<file path="src/hw/mft_map.svh">
// Register offsets, field positions, reset values and bases of the multifunction timer
`ifndef MFT_MAP_SVH
`define MFT_MAP_SVH

`define MFT_BASE_ONE        32'h40d00000
`define MFT_BASE_TWO        32'h40e00000
`define MFT_OFF_CNT1        8'h00
`define MFT_OFF_CRA         8'h04
`define MFT_OFF_CRB         8'h08
`define MFT_OFF_CNT2        8'h0c
`define MFT_OFF_PRSC        8'h10
`define MFT_OFF_CKC         8'h14
`define MFT_OFF_MCTRL       8'h18
`define MFT_OFF_ICTRL       8'h1c
`define MFT_OFF_ICLR        8'h20
`define MFT_MC_MODE_LSB     0
`define MFT_MC_AEN_BIT      3
`define MFT_MC_BEN_BIT      4
`define MFT_MC_AOUT_BIT     5
`define MFT_MC_AEDG_BIT     6
`define MFT_MC_BEDG_BIT     7
`define MFT_MC_PTSE_BIT     8
`define MFT_MC_EN_BIT       9
`define MFT_CKC_C2_LSB      3
`define MFT_IC_PEND_LSB     4
`define MFT_PRESET          16'hffff
`define MFT_CTRL_RESET      8'h00

`endif

</file>
<file path="src/hw/mft_pkg.sv">
// Types shared by the multifunction timer
`default_nettype none
package mft_pkg;
  typedef enum logic [2:0] {
    MODE_ONE     = 3'b000,
    MODE_TWO     = 3'b001,
    MODE_THREE   = 3'b010,
    MODE_FOUR    = 3'b011,
    MODE_ONE_PT  = 3'b100
  } mode_t;
  typedef enum logic [2:0] {
    CLK_NONE     = 3'b000,
    CLK_PRESCALE = 3'b001,
    CLK_EVENT    = 3'b010,
    CLK_ACCUM    = 3'b011
  } clk_sel_t;
endpackage
`default_nettype wire

</file>
<file path="src/hw/pin_edge_detect.sv">
// Pin synchroniser with selectable edge detection
`default_nettype none
module pin_edge_detect (
  input  wire logic ref_clk_in,
  input  wire logic nrst_in,
  input  wire logic clk_en_in,
  input  wire logic pin_in,
  input  wire logic rise_sel_in,
  output logic      level_out,
  output logic      edge_out
);
  logic meta;
  logic sync;
  logic prev;

  // Two stages before any logic looks at the pin
  always_ff @(posedge ref_clk_in or negedge nrst_in)
  begin
    if (!nrst_in)
    begin
      meta <= 1'b0;
      sync <= 1'b0;
      prev <= 1'b0;
    end
    else if (clk_en_in)
    begin
      meta <= pin_in;
      sync <= meta;
      prev <= sync;
    end
  end

  assign level_out = sync;
  assign edge_out  = rise_sel_in ? (sync & ~prev) : (~sync & prev);
endmodule // pin_edge_detect
`default_nettype wire

</file>
<file path="src/hw/mft_timer.sv">
// Dual-instance multifunction timer with APB register access
//
// Contract
// - Modes 1,1a,3,4 with pin-A enable: pin A toggles on counter one underflow.
// - Mode 2: pin A edge captures counter one to A; preset if enabled.
// - Mode 2, pin-B enable clear: pin B edge captures counter one to B.
// - Mode 4: pin B edge captures counter two to B; preset if enabled.
// - Modes 1 and 3: pin B is event or accumulate clock input.
// - Mode 1a: pin B is event input only while pulse-train start is zero.
// - A capture counter holds until its first input event.
// - Instance one drives waveform line zero, instance two line one.
// - Each instance has sources A to D on two interrupt lines.
// - Each source sets its pending flag; each flag has a software enable.
// - A, B, C drive line a; D drives line b.
// - Flag A: reload from A in modes 1,1a,3,4; pin A capture in 2.
// - Flag B: reload from B in 1,1a; pin B capture in 2,4; never 3.
// - Flag C: only mode 2, on counter one underflow.
// - Flag D: counter two underflow; in mode 3 its reload from B.
// - Two identical maps at the two base addresses.
// - Counter one sits in bits 15:0, not reset, reads live.
// - Capture A keeps content through reset; writes only when enabled.
// - Pin A waveform level starts at and reads as the output-level bit.
// - On underflow counter one reloads: A in modes 3,4, A and B in turn in 1,1a, 0xffff in 2; keeps counting.
// - Mode 4 preset: capture to B first, then load counter two 0xffff.
`include "mft_map.svh"
`default_nettype none
module mft_timer #(
  parameter logic [31:0] BASE_ONE = `MFT_BASE_ONE,
  parameter logic [31:0] BASE_TWO = `MFT_BASE_TWO
) (
  input  wire logic        ref_clk_in,
  input  wire logic        nrst_in,
  input  wire logic        clk_en_in,
  input  wire logic        psel_in,
  input  wire logic        penable_in,
  input  wire logic        pwrite_in,
  input  wire logic [31:0] paddr_in,
  input  wire logic [31:0] pwdata_in,
  input  wire logic [1:0]  timer_pin_first_in,
  input  wire logic [1:0]  timer_pin_second_in,
  output logic [31:0]      prdata_out,
  output logic             pready_out,
  output logic             pslverr_out,
  output logic             waveform_line_zero_out,
  output logic             waveform_line_one_out,
  output logic [1:0]       pin_first_oe_out,
  output logic             instance_one_irq_line_a_out,
  output logic             instance_one_irq_line_b_out,
  output logic             instance_two_irq_line_a_out,
  output logic             instance_two_irq_line_b_out
);

  ////////////////////////////////////////////////////////////////////////////////
  // Functions

  function automatic mft_pkg::mode_t to_mode(input logic [2:0] raw);
    case (raw)
      3'b001:  to_mode = mft_pkg::MODE_TWO;
      3'b010:  to_mode = mft_pkg::MODE_THREE;
      3'b011:  to_mode = mft_pkg::MODE_FOUR;
      3'b100:  to_mode = mft_pkg::MODE_ONE_PT;
      default: to_mode = mft_pkg::MODE_ONE;
    endcase
  endfunction

  // Counter clock from its select; external sources except where pin B captures that counter or mode 1a has pulse-train start set
  function automatic logic clk_tick(input logic [2:0] sel, input logic ptick,
                                    input logic bedge, input logic blvl,
                                    input logic ext_ok);
    case (sel)
      mft_pkg::CLK_PRESCALE: clk_tick = ptick;
      mft_pkg::CLK_EVENT:    clk_tick = ext_ok & bedge;
      mft_pkg::CLK_ACCUM:    clk_tick = ext_ok & blvl & ptick;
      default:               clk_tick = 1'b0;
    endcase
  endfunction

  function automatic logic offset_ok(input logic [7:0] off);
    offset_ok = (off[1:0] == 2'b00) && (off <= `MFT_OFF_ICLR);
  endfunction

  ////////////////////////////////////////////////////////////////////////////////
  // State

  mft_pkg::mode_t mode       [2];
  logic           en_a       [2];
  logic           en_b       [2];
  logic           out_lvl    [2];
  logic           edg_a      [2];
  logic           edg_b      [2];
  logic           pts        [2];
  logic           gen        [2];
  logic [7:0]     prsc       [2];
  logic [7:0]     pcnt       [2];
  logic [2:0]     csel1      [2];
  logic [2:0]     csel2      [2];
  logic [3:0]     ien        [2];
  logic [3:0]     pend       [2];
  logic [15:0]    cnt1       [2];
  logic [15:0]    cnt2       [2];
  logic [15:0]    cra        [2];
  logic [15:0]    crb        [2];
  logic           next_src_b [2];
  logic           wait1      [2];
  logic           wait2      [2];
  logic           irq_a      [2];
  logic           irq_b      [2];
  logic           oe         [2];
  logic [31:0]    rd_word    [2];

  logic           acc_inst;
  logic [7:0]     acc_off;
  logic           wr_go;
  logic           hit_one;
  logic           hit_two;
  logic [7:0]     req_off;

  ////////////////////////////////////////////////////////////////////////////////
  // APB slave: no wait state, answer registered in the setup cycle

  assign hit_one = (paddr_in[31:8] == BASE_ONE[31:8]);
  assign hit_two = (paddr_in[31:8] == BASE_TWO[31:8]);
  assign req_off = paddr_in[7:0];
  assign wr_go   = pready_out & psel_in & penable_in & pwrite_in & ~pslverr_out;

  always_ff @(posedge ref_clk_in or negedge nrst_in)
  begin
    if (!nrst_in)
    begin
      pready_out  <= 1'b0;
      pslverr_out <= 1'b0;
      prdata_out  <= 32'h00000000;
      acc_inst    <= 1'b0;
      acc_off     <= 8'h00;
    end
    else if (clk_en_in)
    begin
      if (psel_in && !penable_in && !pready_out)
      begin
        pready_out  <= 1'b1;
        acc_inst    <= hit_two;
        acc_off     <= req_off;
        pslverr_out <= !((hit_one || hit_two) && offset_ok(req_off));
        if (!pwrite_in && (hit_one || hit_two) && offset_ok(req_off))
          prdata_out <= rd_word[hit_two];
        else
          prdata_out <= 32'h00000000;
      end
      else
      begin
        pready_out  <= 1'b0;
        pslverr_out <= 1'b0;
      end
    end
  end

  ////////////////////////////////////////////////////////////////////////////////
  // Per-instance timers

  logic [1:0] a_edge;
  logic [1:0] b_edge;
  logic [1:0] b_lvl;

  for (genvar i = 0; i < 2; i++)
  begin : g_inst
    logic wsel;
    logic w_cnt1, w_cra, w_crb, w_cnt2, w_prsc, w_ckc, w_mc, w_ic, w_clr;
    logic ptick, tick1, tick2, uf1, uf2, cap_a, cap_b, m2, m4, m1x;
    logic ext1, ext2, run1, run2;
    logic [3:0] set;

    pin_edge_detect u_pin_a (
      .ref_clk_in  (ref_clk_in),
      .nrst_in     (nrst_in),
      .clk_en_in   (clk_en_in),
      .pin_in      (timer_pin_first_in[i]),
      .rise_sel_in (edg_a[i]),
      .level_out   (),
      .edge_out    (a_edge[i])
    );

    // A pin B pulse shorter than a clock may be missed
    pin_edge_detect u_pin_b (
      .ref_clk_in  (ref_clk_in),
      .nrst_in     (nrst_in),
      .clk_en_in   (clk_en_in),
      .pin_in      (timer_pin_second_in[i]),
      .rise_sel_in (edg_b[i]),
      .level_out   (b_lvl[i]),
      .edge_out    (b_edge[i])
    );

    assign wsel   = wr_go & (acc_inst == 1'(i));
    assign w_cnt1 = wsel & (acc_off == `MFT_OFF_CNT1);
    assign w_cra  = wsel & (acc_off == `MFT_OFF_CRA) & gen[i];
    assign w_crb  = wsel & (acc_off == `MFT_OFF_CRB) & gen[i];
    assign w_cnt2 = wsel & (acc_off == `MFT_OFF_CNT2);
    assign w_prsc = wsel & (acc_off == `MFT_OFF_PRSC);
    assign w_ckc  = wsel & (acc_off == `MFT_OFF_CKC);
    assign w_mc   = wsel & (acc_off == `MFT_OFF_MCTRL);
    assign w_ic   = wsel & (acc_off == `MFT_OFF_ICTRL);
    assign w_clr  = wsel & (acc_off == `MFT_OFF_ICLR);

    assign m2  = (mode[i] == mft_pkg::MODE_TWO);
    assign m4  = (mode[i] == mft_pkg::MODE_FOUR);
    assign m1x = (mode[i] == mft_pkg::MODE_ONE) || (mode[i] == mft_pkg::MODE_ONE_PT);
    assign ext1 = (mode[i] == mft_pkg::MODE_ONE) || (mode[i] == mft_pkg::MODE_THREE)
                  || m4 || ((mode[i] == mft_pkg::MODE_ONE_PT) && !pts[i]);
    assign ext2 = (mode[i] == mft_pkg::MODE_ONE) || (mode[i] == mft_pkg::MODE_THREE)
                  || m2 || ((mode[i] == mft_pkg::MODE_ONE_PT) && !pts[i]);

    assign ptick = gen[i] & (pcnt[i] == 8'h00);
    assign tick1 = clk_tick(csel1[i], ptick, b_edge[i], b_lvl[i], ext1);
    assign tick2 = clk_tick(csel2[i], ptick, b_edge[i], b_lvl[i], ext2);
    assign run1  = gen[i] & tick1 & !(m2 & wait1[i]);
    assign run2  = gen[i] & tick2 & !(m4 & wait2[i]);
    assign uf1   = run1 & (cnt1[i] == 16'h0000);
    assign uf2   = run2 & (cnt2[i] == 16'h0000);
    assign cap_a = gen[i] & m2 & a_edge[i];
    assign cap_b = gen[i] & (m2 | m4) & b_edge[i];

    assign set[0] = (uf1 & !m2 & !(m1x & next_src_b[i])) | cap_a;
    assign set[1] = (uf1 & m1x & next_src_b[i]) | cap_b;
    assign set[2] = uf1 & m2;
    assign set[3] = uf2;

    // Prescaler reloads at its own underflow and while the timer is disabled
    always_ff @(posedge ref_clk_in or negedge nrst_in)
    begin
      if (!nrst_in)
        pcnt[i] <= 8'h00;
      else if (clk_en_in)
      begin
        if (!gen[i] || pcnt[i] == 8'h00)
          pcnt[i] <= prsc[i];
        else
          pcnt[i] <= pcnt[i] - 8'h01;
      end
    end

    // Control registers
    always_ff @(posedge ref_clk_in or negedge nrst_in)
    begin
      if (!nrst_in)
      begin
        mode[i]  <= mft_pkg::MODE_ONE;
        en_a[i]  <= 1'b0;
        en_b[i]  <= 1'b0;
        edg_a[i] <= 1'b0;
        edg_b[i] <= 1'b0;
        pts[i]   <= 1'b0;
        gen[i]   <= 1'b0;
        prsc[i]  <= `MFT_CTRL_RESET;
        csel1[i] <= 3'h0;
        csel2[i] <= 3'h0;
        ien[i]   <= 4'h0;
      end
      else if (clk_en_in)
      begin
        if (w_mc)
        begin
          mode[i]  <= to_mode(pwdata_in[`MFT_MC_MODE_LSB +: 3]);
          en_a[i]  <= pwdata_in[`MFT_MC_AEN_BIT];
          en_b[i]  <= pwdata_in[`MFT_MC_BEN_BIT];
          edg_a[i] <= pwdata_in[`MFT_MC_AEDG_BIT];
          edg_b[i] <= pwdata_in[`MFT_MC_BEDG_BIT];
          pts[i]   <= pwdata_in[`MFT_MC_PTSE_BIT];
          gen[i]   <= pwdata_in[`MFT_MC_EN_BIT];
        end
        if (w_prsc)
          prsc[i] <= pwdata_in[7:0];
        if (w_ckc)
        begin
          csel1[i] <= pwdata_in[2:0];
          csel2[i] <= pwdata_in[`MFT_CKC_C2_LSB +: 3];
        end
        if (w_ic)
          ien[i] <= pwdata_in[3:0];
      end
    end

    // Pending flags: a new event beats a clear in the same cycle
    always_ff @(posedge ref_clk_in or negedge nrst_in)
    begin
      if (!nrst_in)
        pend[i] <= 4'h0;
      else if (clk_en_in)
        pend[i] <= (pend[i] & ~({4{w_clr}} & pwdata_in[3:0])) | set;
    end

    // Hold flags for capture modes, rearmed while disabled
    always_ff @(posedge ref_clk_in or negedge nrst_in)
    begin
      if (!nrst_in)
      begin
        wait1[i] <= 1'b1;
        wait2[i] <= 1'b1;
      end
      else if (clk_en_in)
      begin
        if (!gen[i])
        begin
          wait1[i] <= 1'b1;
          wait2[i] <= 1'b1;
        end
        else
        begin
          if (cap_a || (m2 && cap_b))
            wait1[i] <= 1'b0;
          if (m4 && cap_b)
            wait2[i] <= 1'b0;
        end
      end
    end

    // Pin A level, alternate reload source, output enable, interrupt lines
    always_ff @(posedge ref_clk_in or negedge nrst_in)
    begin
      if (!nrst_in)
      begin
        out_lvl[i]    <= 1'b0;
        next_src_b[i] <= 1'b0;
        oe[i]         <= 1'b0;
        irq_a[i]      <= 1'b0;
        irq_b[i]      <= 1'b0;
      end
      else if (clk_en_in)
      begin
        if (w_mc)
          out_lvl[i] <= pwdata_in[`MFT_MC_AOUT_BIT];
        else if (uf1 && en_a[i] && !m2)
          out_lvl[i] <= ~out_lvl[i];
        if (!m1x || !gen[i])
          next_src_b[i] <= 1'b0;
        else if (uf1)
          next_src_b[i] <= ~next_src_b[i];
        oe[i]    <= en_a[i] & !m2;
        irq_a[i] <= |(pend[i][2:0] & ien[i][2:0]);
        irq_b[i] <= pend[i][3] & ien[i][3];
      end
    end

    // Counters and capture registers keep their content through reset
    always_ff @(posedge ref_clk_in)
    begin
      if (clk_en_in)
      begin
        if (cap_a && en_a[i])
          cnt1[i] <= `MFT_PRESET;
        else if (m2 && cap_b && en_b[i])
          cnt1[i] <= `MFT_PRESET;
        else if (w_cnt1)
          cnt1[i] <= pwdata_in[15:0];
        else if (uf1)
        begin
          if (m2)
            cnt1[i] <= `MFT_PRESET;
          else if (m1x && next_src_b[i])
            cnt1[i] <= crb[i];
          else
            cnt1[i] <= cra[i];
        end
        else if (run1)
          cnt1[i] <= cnt1[i] - 16'h0001;
      end
    end

    always_ff @(posedge ref_clk_in)
    begin
      if (clk_en_in)
      begin
        if (cap_a || (m2 && cap_b && en_b[i]))
          cra[i] <= cnt1[i];
        else if (w_cra)
          cra[i] <= pwdata_in[15:0];
      end
    end

    always_ff @(posedge ref_clk_in)
    begin
      if (clk_en_in)
      begin
        if (m2 && cap_b && !en_b[i])
          crb[i] <= cnt1[i];
        else if (m4 && cap_b)
          crb[i] <= cnt2[i];
        else if (w_crb)
          crb[i] <= pwdata_in[15:0];
      end
    end

    // Preset sees the pre-edge count already copied into capture B
    always_ff @(posedge ref_clk_in)
    begin
      if (clk_en_in)
      begin
        if (m4 && cap_b && en_b[i])
          cnt2[i] <= `MFT_PRESET;
        else if (w_cnt2)
          cnt2[i] <= pwdata_in[15:0];
        else if (uf2)
          cnt2[i] <= (mode[i] == mft_pkg::MODE_THREE) ? crb[i] : `MFT_PRESET;
        else if (run2)
          cnt2[i] <= cnt2[i] - 16'h0001;
      end
    end

    // Read view of this instance
    always_comb
    begin
      rd_word[i] = 32'h00000000;
      if (req_off == `MFT_OFF_CNT1)
        rd_word[i] = {16'h0000, cnt1[i]};
      else if (req_off == `MFT_OFF_CRA)
        rd_word[i] = {16'h0000, cra[i]};
      else if (req_off == `MFT_OFF_CRB)
        rd_word[i] = {16'h0000, crb[i]};
      else if (req_off == `MFT_OFF_CNT2)
        rd_word[i] = {16'h0000, cnt2[i]};
      else if (req_off == `MFT_OFF_PRSC)
        rd_word[i] = {24'h000000, prsc[i]};
      else if (req_off == `MFT_OFF_CKC)
        rd_word[i] = {26'h0000000, csel2[i], csel1[i]};
      else if (req_off == `MFT_OFF_MCTRL)
        rd_word[i] = {22'h000000, gen[i], pts[i], edg_b[i], edg_a[i], out_lvl[i], en_b[i],
                      en_a[i], mode[i]};
      else if (req_off == `MFT_OFF_ICTRL)
        rd_word[i] = {24'h000000, pend[i], ien[i]};
    end
  end

  ////////////////////////////////////////////////////////////////////////////////
  // Outputs

  assign waveform_line_zero_out      = out_lvl[0];
  assign waveform_line_one_out       = out_lvl[1];
  assign pin_first_oe_out            = {oe[1], oe[0]};
  assign instance_one_irq_line_a_out = irq_a[0];
  assign instance_one_irq_line_b_out = irq_b[0];
  assign instance_two_irq_line_a_out = irq_a[1];
  assign instance_two_irq_line_b_out = irq_b[1];

endmodule // mft_timer
`default_nettype wire

</file>
<file path="config.mk">
export PLATFORM = sky130hd
export DESIGN_NAME = mft_timer
export DESIGN_NICKNAME = d
export VERILOG_FILES = /design/src/hw/mft_pkg.sv /design/src/hw/pin_edge_detect.sv /design/src/hw/mft_timer.sv
export VERILOG_INCLUDE_DIRS = /design/src /design/src/hw
export SDC_FILE = /design/constraint.sdc
export NUM_CORES = 1
export LEC_CHECK = 0
export ABC_AREA = 1
export BUFFER_PORTS_ARGS = -buffer_cell sky130_fd_sc_hd__buf_4
export CAP_MARGIN = 20
export CELL_PAD_IN_SITES_DETAIL_PLACEMENT = 2
export CELL_PAD_IN_SITES_GLOBAL_PLACEMENT = 2
export CORE_AREA = 2 2 209 211
export CTS_CLUSTER_DIAMETER = 150
export DETAILED_ROUTE_END_ITERATION = 10
export DIE_AREA = 0 0 211 213
export GPL_ROUTABILITY_DRIVEN = 0
export PLACE_DENSITY = 0.95
export SYNTH_ARGS = -nofsm -noshare
export SYNTH_HDL_FRONTEND = slang
export SYNTH_SLANG_ARGS = --single-unit
export TNS_END_PERCENT = 20
</file>
<file path="constraint.sdc">
create_clock -name ref_clk_in -period 5.7 [get_ports ref_clk_in]
set_input_delay 0.57 -clock ref_clk_in [delete_from_list [all_inputs] [get_ports ref_clk_in]]
set_output_delay 0.57 -clock ref_clk_in [all_outputs]
set_load 0.03 [all_outputs]
</file>
==> summary.log <==
qor: run_status.run_status finished, final reports clean
qor: floorplanning.die-area 0.0449 mm2
qor: sta.finalWorstPathRequiredPeriod 4.21 ns
qor: layout.antenna-diode-count 0
qor: placed_design.placed_cells_incl_taps 2,746
qor: routing.post_drt_wl_per_cell 31.1 um
qor: layout.multi_input_area 0.00785 mm2
qor: routing.routed-via-count 18.1k
qor: job.cap_viol_max_count 0
qor: routing.ant_nets 0
qor: synthesis.synth_enable_flop_cells 128
qor: sta.worst_pin_slew 1.17 ns
qor: layout.seq_area 0.00713 mm2
qor: clocking.clock_tree_from_tritoncts done
qor: critical_path.critical_path.slowest_cell sky130_fd_sc_hd__nor4_1
qor: layout.post_layout_nonfiller_instances 2,807
qor: sta.rsz0062_at_grt false
qor: clocking.post_cts.repair.setup_buffers 0
qor: sta.setup_tns 0 ns
qor: synthesis.synth-warning-count 0
qor: clocking.numCtsBuffers 31
qor: sta.timing.final.crit_share 0.738
qor: critical_path.crit_path_start_kind register
qor: sta.fin_worst_skew 0.0218 ns
qor: min_path.timing.hold.worst.class in -> async
qor: critical_path.r2r_cells 7
qor: floorplanning.die_h 213 um
qor: sta.max-slew-margin-rel 0.212
qor: floorplanning.num_rows 76
qor: pwr.vdd.ir_drop.worst 0.215 mV
qor: floorplanning.die_w 211 um
qor: sta.final-hold-violation-count 0
qor: pwr.powerDensity 241 mW/mm2
qor: routing.first_pass_iters 7
qor: grt.grt_pass1_vias 19.9k
qor: critical_path.r2r_end crb[1][3]$_DFFE_PP_
qor: grt.maximum_number_of_pins_on_one_net_before_global_route_repair 85
qor: placed_design.place.detailed.hpwl 55.7 mm
qor: clocking.cts.reportedPaths.clkPinSlew 0.07 ns
qor: critical_path.worstPathBufferInverterCount 1
qor: critical_path.critical_path.cell_chain nor2_1 -> nand3_1 -> nor4_1 -> nand4_2 -> o21ai_2 -> o21bai_1 -> buf_4
qor: layout.final_nets 2,319
qor: clocking.root_buffer sky130_fd_sc_hd__clkbuf_16
qor: synthesis.ys_seq_area_frac 0.432
qor: placed_design.port-buffer-count 83
qor: sta.timing_max_transition_violations_final 0
qor: floorplanning.placeableCoreArea 0.0427 mm2
qor: grt.grt_pass1_wl 130 mm
qor: routing.drt_iter0_markers 1,785
qor: pwr.p_leak 0.00790 uW
qor: layout.areaGrowthSynthToFinish 12.2%
qor: synthesis.ys_top_cells_by_area sky130_fd_sc_hd__edfxtp_1, sky130_fd_sc_hd__dfrtp_1, sky130_fd_sc_hd__nand2_1
qor: grt.global_route.usage.total 0.384
qor: critical_path.critPathMaxFanout 17
qor: synthesis.yosys.cell_count.top_type sky130_fd_sc_hd__nand2_1
qor: clocking.cts_num_sinks 259
qor: floorplanning.io-pin-count 116
qor: synthesis.postSynthAreaPerCell 7.52 um2
qor: clocking.clk-insertion-delay-late 0.61 ns
qor: critical_path.highest_cell_delay_on_the_worst_timing_path 0.96 ns
qor: synthesis.synth.lib_cells_used.distinct 59
qor: routing.route.final.wire_length 87.2 mm
qor: clocking.ctsLongestPathBuffers 3
qor: synthesis.largest_area_contributor_in_the_synthesized_netlist sky130_fd_sc_hd__edfxtp_1
qor: critical_path.crit_arrival 4.48 ns
qor: synthesis.postSynthCellCount 2,194
qor: critical_path.worst_ep_required_time 5.98 ns
qor: synthesis.synthFlopType sky130_fd_sc_hd__edfxtp_1
qor: critical_path.r2r_start acc_off[7]$_DFFE_PN0P_
qor: layout.post-route-cell-area 0.0185 mm2
qor: synthesis.fraction_of_synthesized_cell_area_taken_by_the_top_area_cell_type 0.233
qor: grt.antenna_violations_before_repair 2
qor: clocking.cts_resized 0
qor: floorplanning.start_util 0.386
qor: critical_path.crit_family simple AND/OR/NAND/NOR gates
qor: layout.layout-drive-gt1-share 0.109
qor: synthesis.synth.cells.most_frequent sky130_fd_sc_hd__nand2_1, sky130_fd_sc_hd__inv_1, sky130_fd_sc_hd__o21ai_0
qor: sta.report.final.setup_viol 0
qor: layout.nFillCells 4,788
qor: sta.timing.fmax 238 MHz
qor: placed_design.post_dp_cell_area 0.0174 mm2
qor: synthesis.yosys_register_bits 259
qor: sta.holdWs 0.0575 ns
qor: critical_path.timing.critical_path.to_type register
qor: critical_path.regToRegSetupSlack 1.49 ns
qor: synthesis.syn_std_cell_area 0.0165 mm2
qor: critical_path.critPathKind reg -> reg
qor: clocking.htree_levels 1
qor: grt.grt_overflow_total 0
qor: synthesis.synth_async_sr_flop_share 0.506
qor: routing.drt-vias-per-instance 6.45
qor: clocking.hold_buffers_post_cts 0
qor: routing.remaining_drc_errors 0
[sequential cells by signal, summed over array words and instances (netlist names), 6 cells and up]
name	flops
acc_off	8
cnt1	32
cnt2	32
cra	32
crb	32
csel1	6
csel2	6
ien	8
mode	6
pcnt	16
pend	8
prdata_out	16
prsc	16
[worst max path at each step]
stage / start / endpoint / slack [ns] / depth (start not counted)
after global placement: acc_off[7]$_DFFE_PN0P_ / crb[0][12]$_DFFE_PP_ / 2.09 / 5
after floorplan: clk_en_in / cnt2[1][0]$_SDFFCE_PN1P_ / 2.72 / 5
final: acc_off[7]$_DFFE_PN0P_ / crb[1][3]$_DFFE_PP_ / 1.49 / 7
after detailed placement: cnt1[0][0]$_DFFE_PP_ / cnt1[0][12]$_DFFE_PP_ / 1.90 / 10
after global routing: cnt1[0][0]$_DFFE_PP_ / cnt1[0][12]$_DFFE_PP_ / 1.43 / 10
after CTS: cnt1[0][0]$_DFFE_PP_ / cnt1[0][13]$_DFFE_PP_ / 1.72 / 10
[routing by layer]
metal	wire [um]	track usage	share of wire
met1	32200	0.468	0.37
met2	40500	0.630	0.46
met3	7920	0.0688	0.091
met4	6560	0.245	0.075
met5	8	0	0.000092
[cells in the final DEF (no fill, tap or decap), types with 5 or more instances in the layout]
master / count
sky130_fd_sc_hd__nand2_1: 555
sky130_fd_sc_hd__o211ai_1: 37
sky130_fd_sc_hd__dfrtp_1: 127
sky130_fd_sc_hd__clkinv_2: 8
sky130_fd_sc_hd__edfxtp_1: 128
sky130_fd_sc_hd__nor4_1: 7
sky130_fd_sc_hd__o21ai_1: 57
sky130_fd_sc_hd__o22ai_1: 18
sky130_fd_sc_hd__or2_2: 13
sky130_fd_sc_hd__nand3_2: 5
sky130_fd_sc_hd__ha_1: 8
sky130_fd_sc_hd__nand3_1: 187
sky130_fd_sc_hd__o221ai_1: 16
sky130_fd_sc_hd__nor2_1: 163
sky130_fd_sc_hd__clkbuf_16: 32
sky130_fd_sc_hd__nand3b_1: 7
sky130_fd_sc_hd__clkinv_1: 6
sky130_fd_sc_hd__buf_4: 97
sky130_fd_sc_hd__conb_1: 16
sky130_fd_sc_hd__inv_1: 248
sky130_fd_sc_hd__nor3_2: 16
sky130_fd_sc_hd__o21a_1: 5
sky130_fd_sc_hd__nor2_2: 17
sky130_fd_sc_hd__nand4_1: 31
sky130_fd_sc_hd__a21oi_1: 101
sky130_fd_sc_hd__a31oi_1: 8
sky130_fd_sc_hd__inv_2: 12
sky130_fd_sc_hd__xor2_1: 34
sky130_fd_sc_hd__nor2_4: 8
sky130_fd_sc_hd__nor3_1: 28
sky130_fd_sc_hd__o21ai_0: 200
[stage by stage]
step	util	total power [uW]	worst slack, ns
final	0.433	4460	1.49
after global routing	0.433	4530	1.43
after CTS	0.431	4450	1.72
after detailed placement	0.407	2330	1.90
after global placement	0.407	2310	2.09
after floorplan	-	2180	2.72
[cell type report]
class,instances,share of cell area
multi-input combinational,1580,0.424
sequential,259,0.385
clock buffer,39,0.0463
clock inverter,18,0.00926
timing repair buffer,102,0.0450
inverter,263,0.0534
tap,546,0.0369
[worst reg2reg max path, stage by stage (launching register included)]
cell and delay [ns]:
sky130_fd_sc_hd__dfrtp_1 0.38, sky130_fd_sc_hd__nor2_1 0.42, sky130_fd_sc_hd__nand3_1 0.32, sky130_fd_sc_hd__nor4_1 0.96
sky130_fd_sc_hd__nand4_2 0.73, sky130_fd_sc_hd__o21ai_2 0.58, sky130_fd_sc_hd__o21bai_1 0.22, sky130_fd_sc_hd__buf_4 0.29
[cells by family after synthesis]
group | after synthesis | share of synthesized area
buf+inv | 370 | 0.0963
other cells | 1 | 0.000227
mux | 1 | 0.000607
xor+xnor | 36 | 0.0191
compound gates | 462 | 0.156
flops | 259 | 0.432
simple gates | 1057 | 0.289
fa+ha+maj | 8 | 0.00607
[power breakdown]
group / switching [uW] / total (uW) / internal (uW)
sequential: 36.3 / 2020 / 1980
clock: 943 / 2140 / 1200
combinational: 239 / 311 / 71.3
Note: power is estimated with default switching activity, not from simulation.
